$ cat src/common/pitmr_pkg.sv
// Notes on behaviour
// - Wrap from modulo to zero sets overflow flag.
// - Flag clears by status read then zero write.
// - Overflow between read and write keeps flag.
// - Writing one ignored; reset clears flag.
// - Interrupt enable bit, reset clear, gates requests.
// - Halt bit freezes counter; reset sets it.
// - Clear bit resets counter and prescaler, reads zero.
// - Halt plus clear together stops at zero.
// - Prescale codes divide by 1..64; 111 is 64.
// - High read latches low byte until low read.
// - Reset and clear bit zero the counter.
// - Match modulo sets flag, restarts from zero.
// - Modulo high write blocks flag until low write.
// - Reset sets modulo bytes to all ones.
// - Software clears counter before writing modulo.
// - Software keeps halt clear before wait if needed.
// - Break-time high read needs low read before exit.
// - Debug break halts the counter.
// - Counter reads never disturb counting.
// - Stop mode freezes timer, keeps all state.
package pitmr_pkg;
  // ==========================================================
  // Register map (byte addresses on the register port)
  localparam logic [7:0] ADDR_STATUS_CONTROL = 8'h4b;
  localparam logic [7:0] ADDR_COUNT_HIGH     = 8'h4c;
  localparam logic [7:0] ADDR_COUNT_LOW      = 8'h4d;
  localparam logic [7:0] ADDR_MODULO_HIGH    = 8'h4e;
  localparam logic [7:0] ADDR_MODULO_LOW     = 8'h4f;
  // ==========================================================
  // Status/control field positions
  localparam int BIT_OVERFLOW_FLAG = 7;
  localparam int BIT_IRQ_ENABLE    = 6;
  localparam int BIT_HALT          = 5;
  localparam int BIT_CLEAR         = 4;
  localparam int PRESCALE_MSB      = 2;
  // ==========================================================
  // Reset values and limits
  localparam logic [7:0] MODULO_RESET   = 8'hff;
  localparam logic [2:0] PRESCALE_RESET = 3'h0;
  localparam logic [2:0] PRESCALE_MAX   = 3'h6;
  localparam logic [15:0] COUNT_RESET   = 16'h0000;
endpackage

$ cat src/common/pitmr_if.sv
`timescale 1ns/1ps
`default_nettype none
// ==========================================================
// Register port between host and timer
interface pitmr_if;
  logic       sel;    // Access strobe, one cycle
  logic       wr;     // High for write, low for read
  logic [7:0] addr;
  logic [7:0] wdata;
  logic [7:0] rdata;  // Valid the cycle after a read strobe
  logic       irq;

  modport device (input sel, input wr, input addr, input wdata, output rdata, output irq);
  modport host (output sel, output wr, output addr, output wdata, input rdata, input irq);
endinterface
`default_nettype wire

$ cat src/pitmr_device.sv
`timescale 1ns/1ps
`default_nettype none
module pitmr_device (
  input  wire logic ref_clk,
  input  wire logic rst,
  input  wire logic debug_break,
  input  wire logic stop_mode,
  pitmr_if.device   bus
);
  // ==========================================================
  // Decode
  wire rd_stb  = bus.sel & ~bus.wr;
  wire wr_stb  = bus.sel & bus.wr;
  wire is_sc   = bus.addr == pitmr_pkg::ADDR_STATUS_CONTROL;
  wire is_cnth = bus.addr == pitmr_pkg::ADDR_COUNT_HIGH;
  wire is_cntl = bus.addr == pitmr_pkg::ADDR_COUNT_LOW;
  wire is_modh = bus.addr == pitmr_pkg::ADDR_MODULO_HIGH;
  wire is_modl = bus.addr == pitmr_pkg::ADDR_MODULO_LOW;
  wire wr_sc   = wr_stb & is_sc;
  wire clr_req = wr_sc & bus.wdata[pitmr_pkg::BIT_CLEAR];

  logic        overflow_flag, overflow_irq_enable, counter_halt, clear_armed, mod_lock;
  logic        cnt_latched;
  logic [2:0]  prescale_select;
  logic [5:0]  prescaler;
  logic [15:0] count, modulo;
  logic [7:0]  low_latch, rdata_q;

  // ==========================================================
  // Prescaler tap; code 111 shares the divide-by-64 tap
  wire [2:0] tap = (prescale_select > pitmr_pkg::PRESCALE_MAX) ?
                   pitmr_pkg::PRESCALE_MAX : prescale_select;
  wire [6:0] pre_mask = 7'(7'h7f >> (7 - {4'h0, tap}));
  wire frozen  = counter_halt | debug_break | stop_mode;
  wire tick    = ~frozen & ((prescaler & pre_mask[5:0]) == pre_mask[5:0]);
  wire match   = count == modulo;
  wire wrap    = tick & match & ~clr_req;
  wire set_ovf = wrap & ~mod_lock;
  wire clr_ovf = wr_sc & clear_armed & ~bus.wdata[pitmr_pkg::BIT_OVERFLOW_FLAG];

  // Prescaler and counter; clear wins over counting
  always_ff @(posedge ref_clk or posedge rst) begin
    if (rst) begin
      prescaler <= 6'h00;
      count     <= pitmr_pkg::COUNT_RESET;
    end else if (clr_req) begin
      prescaler <= 6'h00;
      count     <= pitmr_pkg::COUNT_RESET;
    end else if (!frozen) begin
      prescaler <= prescaler + 6'h01;
      if (tick) count <= match ? pitmr_pkg::COUNT_RESET : count + 16'h0001;
    end
  end

  // Control bits; clear bit is never stored so it reads zero
  always_ff @(posedge ref_clk or posedge rst) begin
    if (rst) begin
      overflow_irq_enable <= 1'b0;
      counter_halt        <= 1'b1;
      prescale_select     <= pitmr_pkg::PRESCALE_RESET;
    end else if (wr_sc) begin
      overflow_irq_enable <= bus.wdata[pitmr_pkg::BIT_IRQ_ENABLE];
      counter_halt        <= bus.wdata[pitmr_pkg::BIT_HALT];
      prescale_select     <= bus.wdata[pitmr_pkg::PRESCALE_MSB:0];
    end
  end

  // Overflow flag: arm on read while set; a new overflow disarms, set beats clear
  always_ff @(posedge ref_clk or posedge rst) begin
    if (rst) begin
      overflow_flag <= 1'b0;
      clear_armed   <= 1'b0;
    end else begin
      if (set_ovf) overflow_flag <= 1'b1;
      else if (clr_ovf) overflow_flag <= 1'b0;
      if (set_ovf || wr_sc) clear_armed <= 1'b0;
      else if (rd_stb && is_sc && overflow_flag) clear_armed <= 1'b1;
    end
  end

  // Modulo bytes with high-write interlock
  always_ff @(posedge ref_clk or posedge rst) begin
    if (rst) begin
      modulo   <= {pitmr_pkg::MODULO_RESET, pitmr_pkg::MODULO_RESET};
      mod_lock <= 1'b0;
    end else if (wr_stb && is_modh) begin
      modulo[15:8] <= bus.wdata;
      mod_lock     <= 1'b1;
    end else if (wr_stb && is_modl) begin
      modulo[7:0] <= bus.wdata;
      mod_lock    <= 1'b0;
    end
  end

  // Low byte latch; reads only sample, never steer the count
  always_ff @(posedge ref_clk or posedge rst) begin
    if (rst) begin
      cnt_latched <= 1'b0;
      low_latch   <= 8'h00;
    end else if (rd_stb && is_cnth && !cnt_latched) begin
      cnt_latched <= 1'b1;
      low_latch   <= count[7:0];
    end else if (rd_stb && is_cntl) begin
      cnt_latched <= 1'b0;
    end
  end

  // ==========================================================
  // Read data
  wire [7:0] sc_read = {overflow_flag, overflow_irq_enable, counter_halt, 1'b0, 1'b0,
                        prescale_select};
  wire [7:0] low_read = cnt_latched ? low_latch : count[7:0];
  wire [7:0] next_rdata = is_sc   ? sc_read :
                          is_cnth ? count[15:8] :
                          is_cntl ? low_read :
                          is_modh ? modulo[15:8] :
                          is_modl ? modulo[7:0] : 8'h00;

  always_ff @(posedge ref_clk or posedge rst) begin
    if (rst) rdata_q <= 8'h00;
    else if (rd_stb) rdata_q <= next_rdata;
  end

  assign bus.rdata = rdata_q;
  assign bus.irq   = overflow_flag & overflow_irq_enable;
endmodule
`default_nettype wire

$ cat src/flat_wrapper.sv
// flat-port wrapper written by rule: the top's interface ports become plain ports
module pitmr_device_flat 
  (ref_clk, rst, debug_break, stop_mode, bus_sel, bus_wr, bus_addr, bus_wdata, bus_rdata, bus_irq);
  pitmr_if bus_i ();
  input  wire logic ref_clk;
  input  wire logic rst;
  input  wire logic debug_break;
  input  wire logic stop_mode;
  input wire logic [$bits(bus_i.sel)-1:0] bus_sel;
  input wire logic [$bits(bus_i.wr)-1:0] bus_wr;
  input wire logic [$bits(bus_i.addr)-1:0] bus_addr;
  input wire logic [$bits(bus_i.wdata)-1:0] bus_wdata;
  output wire logic [$bits(bus_i.rdata)-1:0] bus_rdata;
  output wire logic [$bits(bus_i.irq)-1:0] bus_irq;
  assign bus_i.sel = bus_sel;
  assign bus_i.wr = bus_wr;
  assign bus_i.addr = bus_addr;
  assign bus_i.wdata = bus_wdata;
  assign bus_rdata = bus_i.rdata;
  assign bus_irq = bus_i.irq;
  pitmr_device u_core (.ref_clk(ref_clk), .rst(rst), .debug_break(debug_break), .stop_mode(stop_mode), .bus(bus_i));
endmodule
$ cat config.mk
export PLATFORM = sky130hd
export DESIGN_NAME = pitmr_device_flat
export DESIGN_NICKNAME = d
export VERILOG_FILES = /design/src/common/pitmr_pkg.sv /design/src/common/pitmr_if.sv /design/src/pitmr_device.sv /design/src/flat_wrapper.sv
export SDC_FILE = /design/constraint.sdc
export NUM_CORES = 1
export LEC_CHECK = 0
export ABC_AREA = 1
export BUFFER_PORTS_ARGS = -buffer_cell sky130_fd_sc_hd__buf_2
export CAP_MARGIN = 15
export CELL_PAD_IN_SITES_DETAIL_PLACEMENT = 0
export CELL_PAD_IN_SITES_GLOBAL_PLACEMENT = 1
export CORE_ASPECT_RATIO = 0.6
export CORE_MARGIN = 5
export CORE_UTILIZATION = 47
export DETAILED_ROUTE_END_ITERATION = 6
export PLACE_DENSITY = 0.95
export SLEW_MARGIN = 25
export SYNTH_ARGS = -nofsm -noshare
export SYNTH_HDL_FRONTEND = slang
export SYNTH_SLANG_ARGS = --single-unit
$ cat constraint.sdc
create_clock -name ref_clk -period 5.17 [get_ports ref_clk]
set_clock_uncertainty 0.2 [all_clocks]
set_input_delay 0.517 -clock ref_clk [delete_from_list [all_inputs] [get_ports ref_clk]]
set_output_delay 0.517 -clock ref_clk [all_outputs]
set_load 0.005 [all_outputs]
=== After elaboration in Yosys (flattened, before gate mapping) ===
Cells that the tools add are included.

* Word-level logic and storage cells: 83
* Bits in registers: 63
* Input bits: 22

* Magnitude comparators: 1
* Bitwise gates (word level): 20
* Shift operators: 1
* Reduce and logical (&&, ||, !) cells: 16
* Multiplexer cells: 21
* Eq/ne operators: 8
* Add/sub/neg operators: 3

{| class="wikitable"
|+ Operators by type and width
! kind !! count
|-
| $mux 16 || 4
|-
| $mux 8 || 6
|-
| $eq 8x7->1 const B || 5
|-
| $shr 7x32->6 const A || 1
|-
| $add 16x1->16 const B || 1
|-
| $eq 16x16->1 || 1
|-
| $mux 6 || 2
|-
| $and 1x1->1 || 11
|-
| $reduce_bool 2->1 || 5
|-
| $mux 1 || 8
|-
| $logic_and 1x1->1 || 7
|-
| $add 6x1->6 const B || 1
|-
| $and 6x6->6 || 1
|-
| $eq 6x6->1 || 1
|-
| $not 1->1 || 6
|-
| $reduce_and 2->1 || 2
|-
| $sub 3x3->4 const A || 1
|-
| $gt 3x3->1 const B || 1
|-
| $mux 3 || 1
|-
| $ne 2x1->1 const B || 1
|-
| $or 1x1->1 || 2
|-
| $logic_not 1->1 || 1
|-
| $logic_or 1x1->1 || 1
|}

=== Depth between registers and ports, before layout ===
Gate-level depths: netlist of the first run.

* Depth in word-level cells: 12
* Gate-level depth with buffers: 10
* Gate-level depth less buffers: 10

=== Worst setup path before layout of the first run ===
OpenSTA, ideal clock, no wires.

* Kind: in2reg
* From: in bus_addr[7]
* To: reg u_core.low_latch[3]
* Library setup time: 0.120 ns
* Data arrival time: 1.556 ns
* Stages: 9
* Slack: 3.294 ns
* Buffers on the path: 1
* Cells stage by stage: inv_1 nand2_1 nor3_4 nand2_1 nor3_4 inv_2 buf_6 nand2_1 o21ai_2

* Longest elaborated chain between the ends: 3

{| class="wikitable"
|+ Ends and longest elaborated chain
! item !! line !! source
|-
| start, declared || flat_wrapper.sv:11 || <nowiki>input wire logic [$bits(bus_i.addr)-1:0] bus_addr;</nowiki>
|-
| $eq 8x7->1 || pitmr_device.sv:15 || <nowiki>wire is_cnth = bus.addr == pitmr_pkg::ADDR_COUNT_HIGH;</nowiki>
|-
| $logic_and 1x1->1 (2 in a row) || pitmr_device.sv:100 || <nowiki>end else if (rd_stb && is_cnth && !cnt_latched) begin</nowiki>
|-
| end signal, assigned || pitmr_device.sv:102 || <nowiki>low_latch <= count[7:0];</nowiki>
|-
| end, declared || pitmr_device.sv:27 || <nowiki>logic [7:0] low_latch, rdata_q;</nowiki>
|}

No other way between the ends.
A chain may end at the register's enable or synchronous reset.

=== Worst setup path after layout of the first run ===
* From: in bus_addr[7]
* To: reg u_core.count[4]

* Longest elaborated chain between the ends: 5

{| class="wikitable"
|+ Ends and longest elaborated chain
! item !! line !! source
|-
| $eq 8x7->1 * || pitmr_device.sv:14 || <nowiki>wire is_sc = bus.addr == pitmr_pkg::ADDR_STATUS_CONTROL;</nowiki>
|-
| $and 1x1->1 * || pitmr_device.sv:19 || <nowiki>wire wr_sc = wr_stb & is_sc;</nowiki>
|-
| $and 1x1->1 * || pitmr_device.sv:20 || <nowiki>wire clr_req = wr_sc & bus.wdata[pitmr_pkg::BIT_CLEAR];</nowiki>
|-
| $ne 2x1->1 (no source line) or $reduce_bool 2->1 (tied branches) || n/a ||
|-
| $reduce_and 2->1 (no source line) || n/a ||
|-
| end signal, assigned || pitmr_device.sv:45 || <nowiki>count <= pitmr_pkg::COUNT_RESET;</nowiki>
|-
| end signal, assigned || pitmr_device.sv:48 || <nowiki>count <= pitmr_pkg::COUNT_RESET;</nowiki>
|-
| end signal, assigned || pitmr_device.sv:51 || <nowiki>if (tick) count <= match ? pitmr_pkg::COUNT_RESET : count + 16'h0001;</nowiki>
|-
| end, declared || pitmr_device.sv:26 || <nowiki>logic [15:0] count, modulo;</nowiki>
|}

Every way passes the cells marked *; elsewhere a longest branch is shown, timed or not.

==> out/metrics.cfg, run 1 <==
[run_status]
status=completed

[detailed_routing]
drtPass1Iterations=5
postRouteAntennaNets=0
wl_per_cell_um=15.5
drt-total-wl_um=10500
detailed_route_vias_per_instance=5.31
initialDrtViolationCount=324
drc=0
vias=3597

[layout]
antenna_cells_inserted=0
fillerInstances=773
syn2layout_area_growth_pct=12.6
finish.net_count=589
drive_gt1_share_pct=14.0
stdcell_count=678

[cts]
tritoncts_num_sinks=63
cts_inserted_buffers=9
cts_resized=0
worstSkewPairLatency_ns=0.34
clock_tree.root_cell=clkbuf_16
cts.hold.buffers_added=0
cts_tree=built
htree_num_levels=3
cts_max_path_buffers=2
clk_pin_slew_worst_paths_ns=0.05
cts_setup_buffers=0

[worst_setup_path]
setup.worst_path.start_class=input port
crit_required_ns=5.24
regToRegStartpoint=u_core.counter_halt
worst_setup_path_startpoint=bus_addr[7]
critPathCaptureType=flip-flop
critPathKind=in2reg
data_arrival_time_of_the_worst_path_ns=2.75
cp_max_fo=35

[floorplan]
start_util_pct=48.4
die_height_um=79.9
design.portCount=31
die_w_um=127
die-area_mm2=0.0101
core_area_mm2=0.00791
row_count=25

[synth]
post_synth_design_cell_area_mm2=0.00383
syn_inst=540
synth.yosys.warnings=0
synthDistinctLibCells=29
synth.yosys.seq_area_share_pct=41.7
postSynthRegisterBits=63
syn_nets=564
synth.avg_cell_area_um2=7.10

[worst_hold_path]
timing.hold.worst.start=bus_wdata[3]
worst_hold_path_type=in2reg

[global_routing]
first_global_vias=3254
globalRouteOverflowTotal=0
grt.total_usage_pct=21.8
grt_first_pass_wirelength_um=16900
grt_max_degree=64
antenna_found_initial=0

[power]
power_frac_seq_pct=44.2
power.share.clock_pct=50.1
share_comb_of_total_power_pct=5.6
cell_internal_pwr_uw=904
power-per-cell-area_mw_per_mm2=273
swShare_pct=23.4
power.switching_uw=276
worst_ir_drop_vdd_uv=188
power_leakage_nw=2.30
total_power_mw=1.18

[placed_design]
final_gp_congestion=0.933
port_buffers=30
hpwl_um=7730
place.detailed.instances=662

[timing]
setup_violations=0
slew_headroom_pct=42.5
worstMarginPinSlew_ns=0.860
finalCriticalPeriod_ns=2.68
final_hold_viol_count=0
fin_setup_tns_ns=0
slew_viol_final=0
timing.hold.ws_ns=0.191
maxClockFrequency_mhz=373
min_period_over_period_pct=51.9
grt_setup_unrepaired=false

[run]
drv_cap=0

synth_stat cells:
| cell | number | area [um^2] |
|---|---|---|
| o31ai_1 | 1 | 7.51 |
| ha_1 | 2 | 25.0 |
| nand2_4 | 1 | 11.3 |
| a31oi_1 | 1 | 6.26 |
| nand3_1 | 44 | 220 |
| or2_2 | 2 | 12.5 |
| nor3_4 | 4 | 65.1 |
| o21ai_2 | 5 | 43.8 |
| buf_2 | 8 | 40.0 |
| nand2_1 | 179 | 672 |
| a21oi_1 | 10 | 50.1 |
| o21ai_1 | 1 | 5.00 |
| nor4_1 | 1 | 6.26 |
| dfstp_2 | 17 | 447 |
| xor2_1 | 19 | 166 |
| inv_2 | 2 | 7.51 |
| o21ai_0 | 34 | 170 |
| buf_8 | 1 | 15.0 |
| nor2_1 | 53 | 199 |
| nor3_1 | 9 | 45.0 |
| clkbuf_1 | 7 | 26.3 |
| nand3b_1 | 1 | 7.51 |
| inv_1 | 65 | 244 |
| nand2_2 | 1 | 6.26 |
| dfrtp_1 | 46 | 1150 |
| nand4_4 | 1 | 21.3 |
| nand4_1 | 22 | 138 |
| nor2_2 | 2 | 12.5 |
| buf_6 | 1 | 11.3 |
area by class of cell:
type | count | area [um^2] | share of cell area (%)
multi-input cells | 393 | 1890 | 43.8
flip-flops and latches | 63 | 1600 | 37.0
inverters | 67 | 251 | 5.83
clock buffers | 12 | 236 | 5.48
repair buffers | 31 | 158 | 3.65
well taps | 108 | 135 | 3.13
clock inverters | 4 | 47.5 | 1.10
cells by family after synthesis:
logic type / synth area share, %
buf+inv: 8.98
compound gates: 7.38
simple gates: 37.0
fa+ha+maj: 0.653
xor+xnor: 4.34
flops: 41.7
critical path, cell delays in order:
cell and delay, ns:
buf_2 0.10, inv_1 0.05, nand2_1 0.07, nor3_4 0.66, nand4_4 0.65, nand2_4 0.41, nand4_1 0.15, nand2_1 0.11
worst paths after layout:
check / to / slack (ns) / cells after the start
worst max-delay path: u_core.count[4] / 2.49 / 8
worst min-delay path: u_core.modulo[3] / 0.19 / 3
worst max register to register: u_core.count[4] / 2.82 / 7
worst min register to register: u_core.bus.rdata[1] / 0.27 / 2
max in group asynchronous: u_core.count[5] / 4.02 / 3
min in group asynchronous: u_core.bus.rdata[7] / 0.22 / 3
state kept, by name (all words and copies together) (netlist names):
register / cells
u_core.prescale_select: 3
u_core.overflow_flag: 1
u_core.bus.rdata: 8
u_core.cnt_latched: 1
u_core.counter_halt: 1
u_core.modulo: 16
u_core.prescaler: 6
u_core.overflow_irq_enable: 1
u_core.clear_armed: 1
u_core.low_latch: 8
u_core.count: 16
u_core.mod_lock: 1
routing by layer:
metal / GRT usage, % / wire [um] / share of wire (%)
met5: 0 / 0 / 0
met4: 5.78 / 104 / 0.99
met3: 7.42 / 1150 / 11
met2: 29.2 / 4120 / 39
met1: 32.8 / 5150 / 49
power groups by stage:
| stage | combinational [mW] | clock (mW) | sequential, mW |
|---|---|---|---|
| 3_5_place_dp | 0.0666 | 0 | 0.529 |
| 2_1_floorplan | 0.0421 | 0 | 0.524 |
| 4_1_cts | 0.0670 | 0.601 | 0.521 |
| 6_report | 0.0665 | 0.591 | 0.522 |
| 3_3_place_gp | 0.0648 | 0 | 0.529 |
| 5_1_grt | 0.0754 | 0.623 | 0.523 |
layout by cell type (no fill, tap or decap), types with 4 or more instances in the layout:
cell	synthesis	routed
o21ai_2	5	5
nand2_1	179	179
nor3_4	4	4
o21ai_0	34	34
nand4_1	22	22
dfstp_2	17	17
nor3_1	9	9
inv_1	65	64
nor2_1	53	53
clkbuf_16	0	9
nand3_1	44	44
a21oi_1	10	10
dfrtp_1	46	46
xor2_1	19	19
buf_2	8	30
stage by stage:
| step | instance area [um^2] | worst slack, ns | utilization (%) |
|---|---|---|---|
| floorplan | 3830 | 2.91 | - |
| global placement | 4030 | 2.34 | 51.0 |
| detailed placement | 4030 | 2.21 | 51.0 |
| CTS | 4320 | 2.53 | 54.5 |
| global route | 4320 | 2.29 | 54.5 |
| finish | 4320 | 2.49 | 54.5 |
Power figures use the tool's default switching activity.
==> run 2: changes to the inputs <==
CORE_UTILIZATION = 39   (was 47)
PLACE_DENSITY = 0.86   (was 0.95)
clock period = 2.4 ns   (was 5.17 ns; I/O delays follow)
==> out/metrics.cfg, run 2 (synthesis gave the netlist of run 1 again) <==
[timing]
grt_setup_unrepaired=false
maxClockFrequency_mhz=482
setup_violations=0  ; unchanged
final_hold_viol_count=0  ; unchanged
slew_headroom_pct=57.9  ; +15 points
min_period_over_period_pct=86.4
worstMarginPinSlew_ns=0.630  ; -0.230 ns
slew_viol_final=0  ; unchanged
finalCriticalPeriod_ns=2.07
fin_setup_tns_ns=0  ; unchanged

[detailed_routing]
postRouteAntennaNets=0  ; unchanged
wl_per_cell_um=15.1  ; -2.4%
vias=3642  ; +1.3%
drtPass1Iterations=5  ; unchanged
detailed_route_vias_per_instance=5.03  ; -5.2%
drc=0  ; unchanged
drt-total-wl_um=11000  ; +4.2%
initialDrtViolationCount=345  ; +6.5%

[cts]
cts.hold.buffers_added=9  ; +9
clock_tree.root_cell=clkbuf_16
cts_resized=0  ; unchanged
cts_setup_buffers=0  ; unchanged
cts_max_path_buffers=2  ; unchanged
clk_pin_slew_worst_paths_ns=0.06  ; about the same
tritoncts_num_sinks=63  ; unchanged
cts_tree=built
worstSkewPairLatency_ns=0.34  ; about the same
cts_inserted_buffers=9  ; unchanged
htree_num_levels=3  ; unchanged

[placed_design]
final_gp_congestion=0.980  ; +5.1%
hpwl_um=8320  ; +7.6%
port_buffers=30  ; unchanged
placedInstanceArea_mm2=0.00415  ; +3.0%

[layout]
fillerInstances=982  ; +27%
syn2layout_area_growth_pct=19.8
area.sequential_mm2=0.00160  ; unchanged
layout.cells.most_common=nand2_1
mostFrequentLayoutCells=nand2_1, inv_1, nor2_1
antenna_cells_inserted=0  ; unchanged
multi_input_comb_area_mm2=0.00189  ; unchanged
reg_top3=u_core.count x16, u_core.modulo x16
finish.net_count=608  ; +3.2%
post-route-cell-area_mm2=0.00459  ; +6.3%
drive_gt1_share_pct=15.8  ; +1.8 points

[floorplan]
row_count=28  ; +12%
design.portCount=31  ; unchanged
die-area_mm2=0.0120  ; +18%
die_height_um=86.8  ; +8.6%
die_w_um=138  ; +9.0%
start_util_pct=39.3  ; -9.1 points
core_area_mm2=0.00974  ; +23%

[global_routing]
globalRouteOverflowTotal=0  ; unchanged
grt_first_pass_wirelength_um=17700  ; +4.4%
grt.total_usage_pct=19.5  ; -2.3 points
grt_max_degree=38  ; -41%
antenna_found_initial=0  ; unchanged
first_global_vias=3347  ; +2.9%

[worst_setup_path]
critPathKind=reg2reg
data_arrival_time_of_the_worst_path_ns=2.09  ; -0.66 ns
worst_setup_path_startpoint=u_core.count[5]
critPathCaptureType=flip-flop
crit_required_ns=2.42  ; -2.82 ns
setup.worst_path.start_class=flip-flop
regToRegStartpoint=u_core.count[5]
cp_max_fo=17  ; -51%

[worst_hold_path]
worst_hold_path_type=in2reg
timing.hold.worst.start=bus_sel

[run]
drv_cap=0  ; unchanged

[run_status]
status=completed

[power]
power_leakage_nw=2.42  ; +5.3%
worst_ir_drop_vdd_uv=380  ; +100%
power-per-cell-area_mw_per_mm2=610  ; +120%

[run 2: worst paths after layout]
kind | to | slack (ns) | depth (start not counted)
max in group asynchronous | u_core.modulo[11] | 1.00 | 4
setup reg to reg | u_core.count[12] | 0.33 | 9
setup / recovery | u_core.count[12] | 0.33 | 9
min in group asynchronous | u_core.bus.rdata[2] | 0.32 | 3
hold reg to reg | u_core.bus.rdata[4] | 0.27 | 2
hold / removal | u_core.modulo[9] | 0.10 | 5
[run 2: critical path: stages (launching register included)]
cell and delay (ns):
dfrtp_1 0.49, inv_1 0.18, nand2_1 0.09, nand2_1 0.05
nor2_1 0.09, nand2_1 0.07, nor2_1 0.09, nand2_1 0.39
nand4_1 0.22, nand2_1 0.08
[run 2: layer usage]
layer | routed length (um) | vias up | global-route usage [%]
met1 | 5770 | 1685 | 31.6
met5 | 0 | - | 0
met2 | 4090 | 136 | 24.6
met4 | 107 | 0 | 4.22
met3 | 999 | 12 | 5.97
li1 | - | 1809 | -
[run 2: power breakdown]
group | internal, mW | leakage, nW | switching (mW)
combinational | 0.0620 | 1.46 | 0.0991
sequential | 1.10 | 0.793 | 0.0269
clock | 1.02 | 0.166 | 0.497
total | 2.18 | 2.42 | 0.623
[run 2: area by class of cell]
cell class	instances	area share, %
multi-input cells	393	41.2
repair buffers	50	7.31
clock inverters	7	2.62
inverters	67	5.48
flip-flops and latches	63	34.8
clock buffers	9	4.91
well taps	135	3.68
[run 2: per-stage QoR]
step / utilization [%] / power [mW] / hold slack, ns / instances / worst slack (ns)
6_report: 47.1 / 2.80 / 0.103 / 724 / 0.327
5_1_grt: 47.1 / 2.89 / 0.145 / 724 / 0.158
4_1_cts: 47.1 / 2.82 / 0.0930 / 724 / 0.362
3_5_place_dp: 42.7 / 1.29 / 0.145 / 699 / 0.373
3_3_place_gp: 42.7 / 1.29 / 0.139 / 699 / 0.397
2_1_floorplan: - / 1.22 / 0.132 / 540 / 0.418
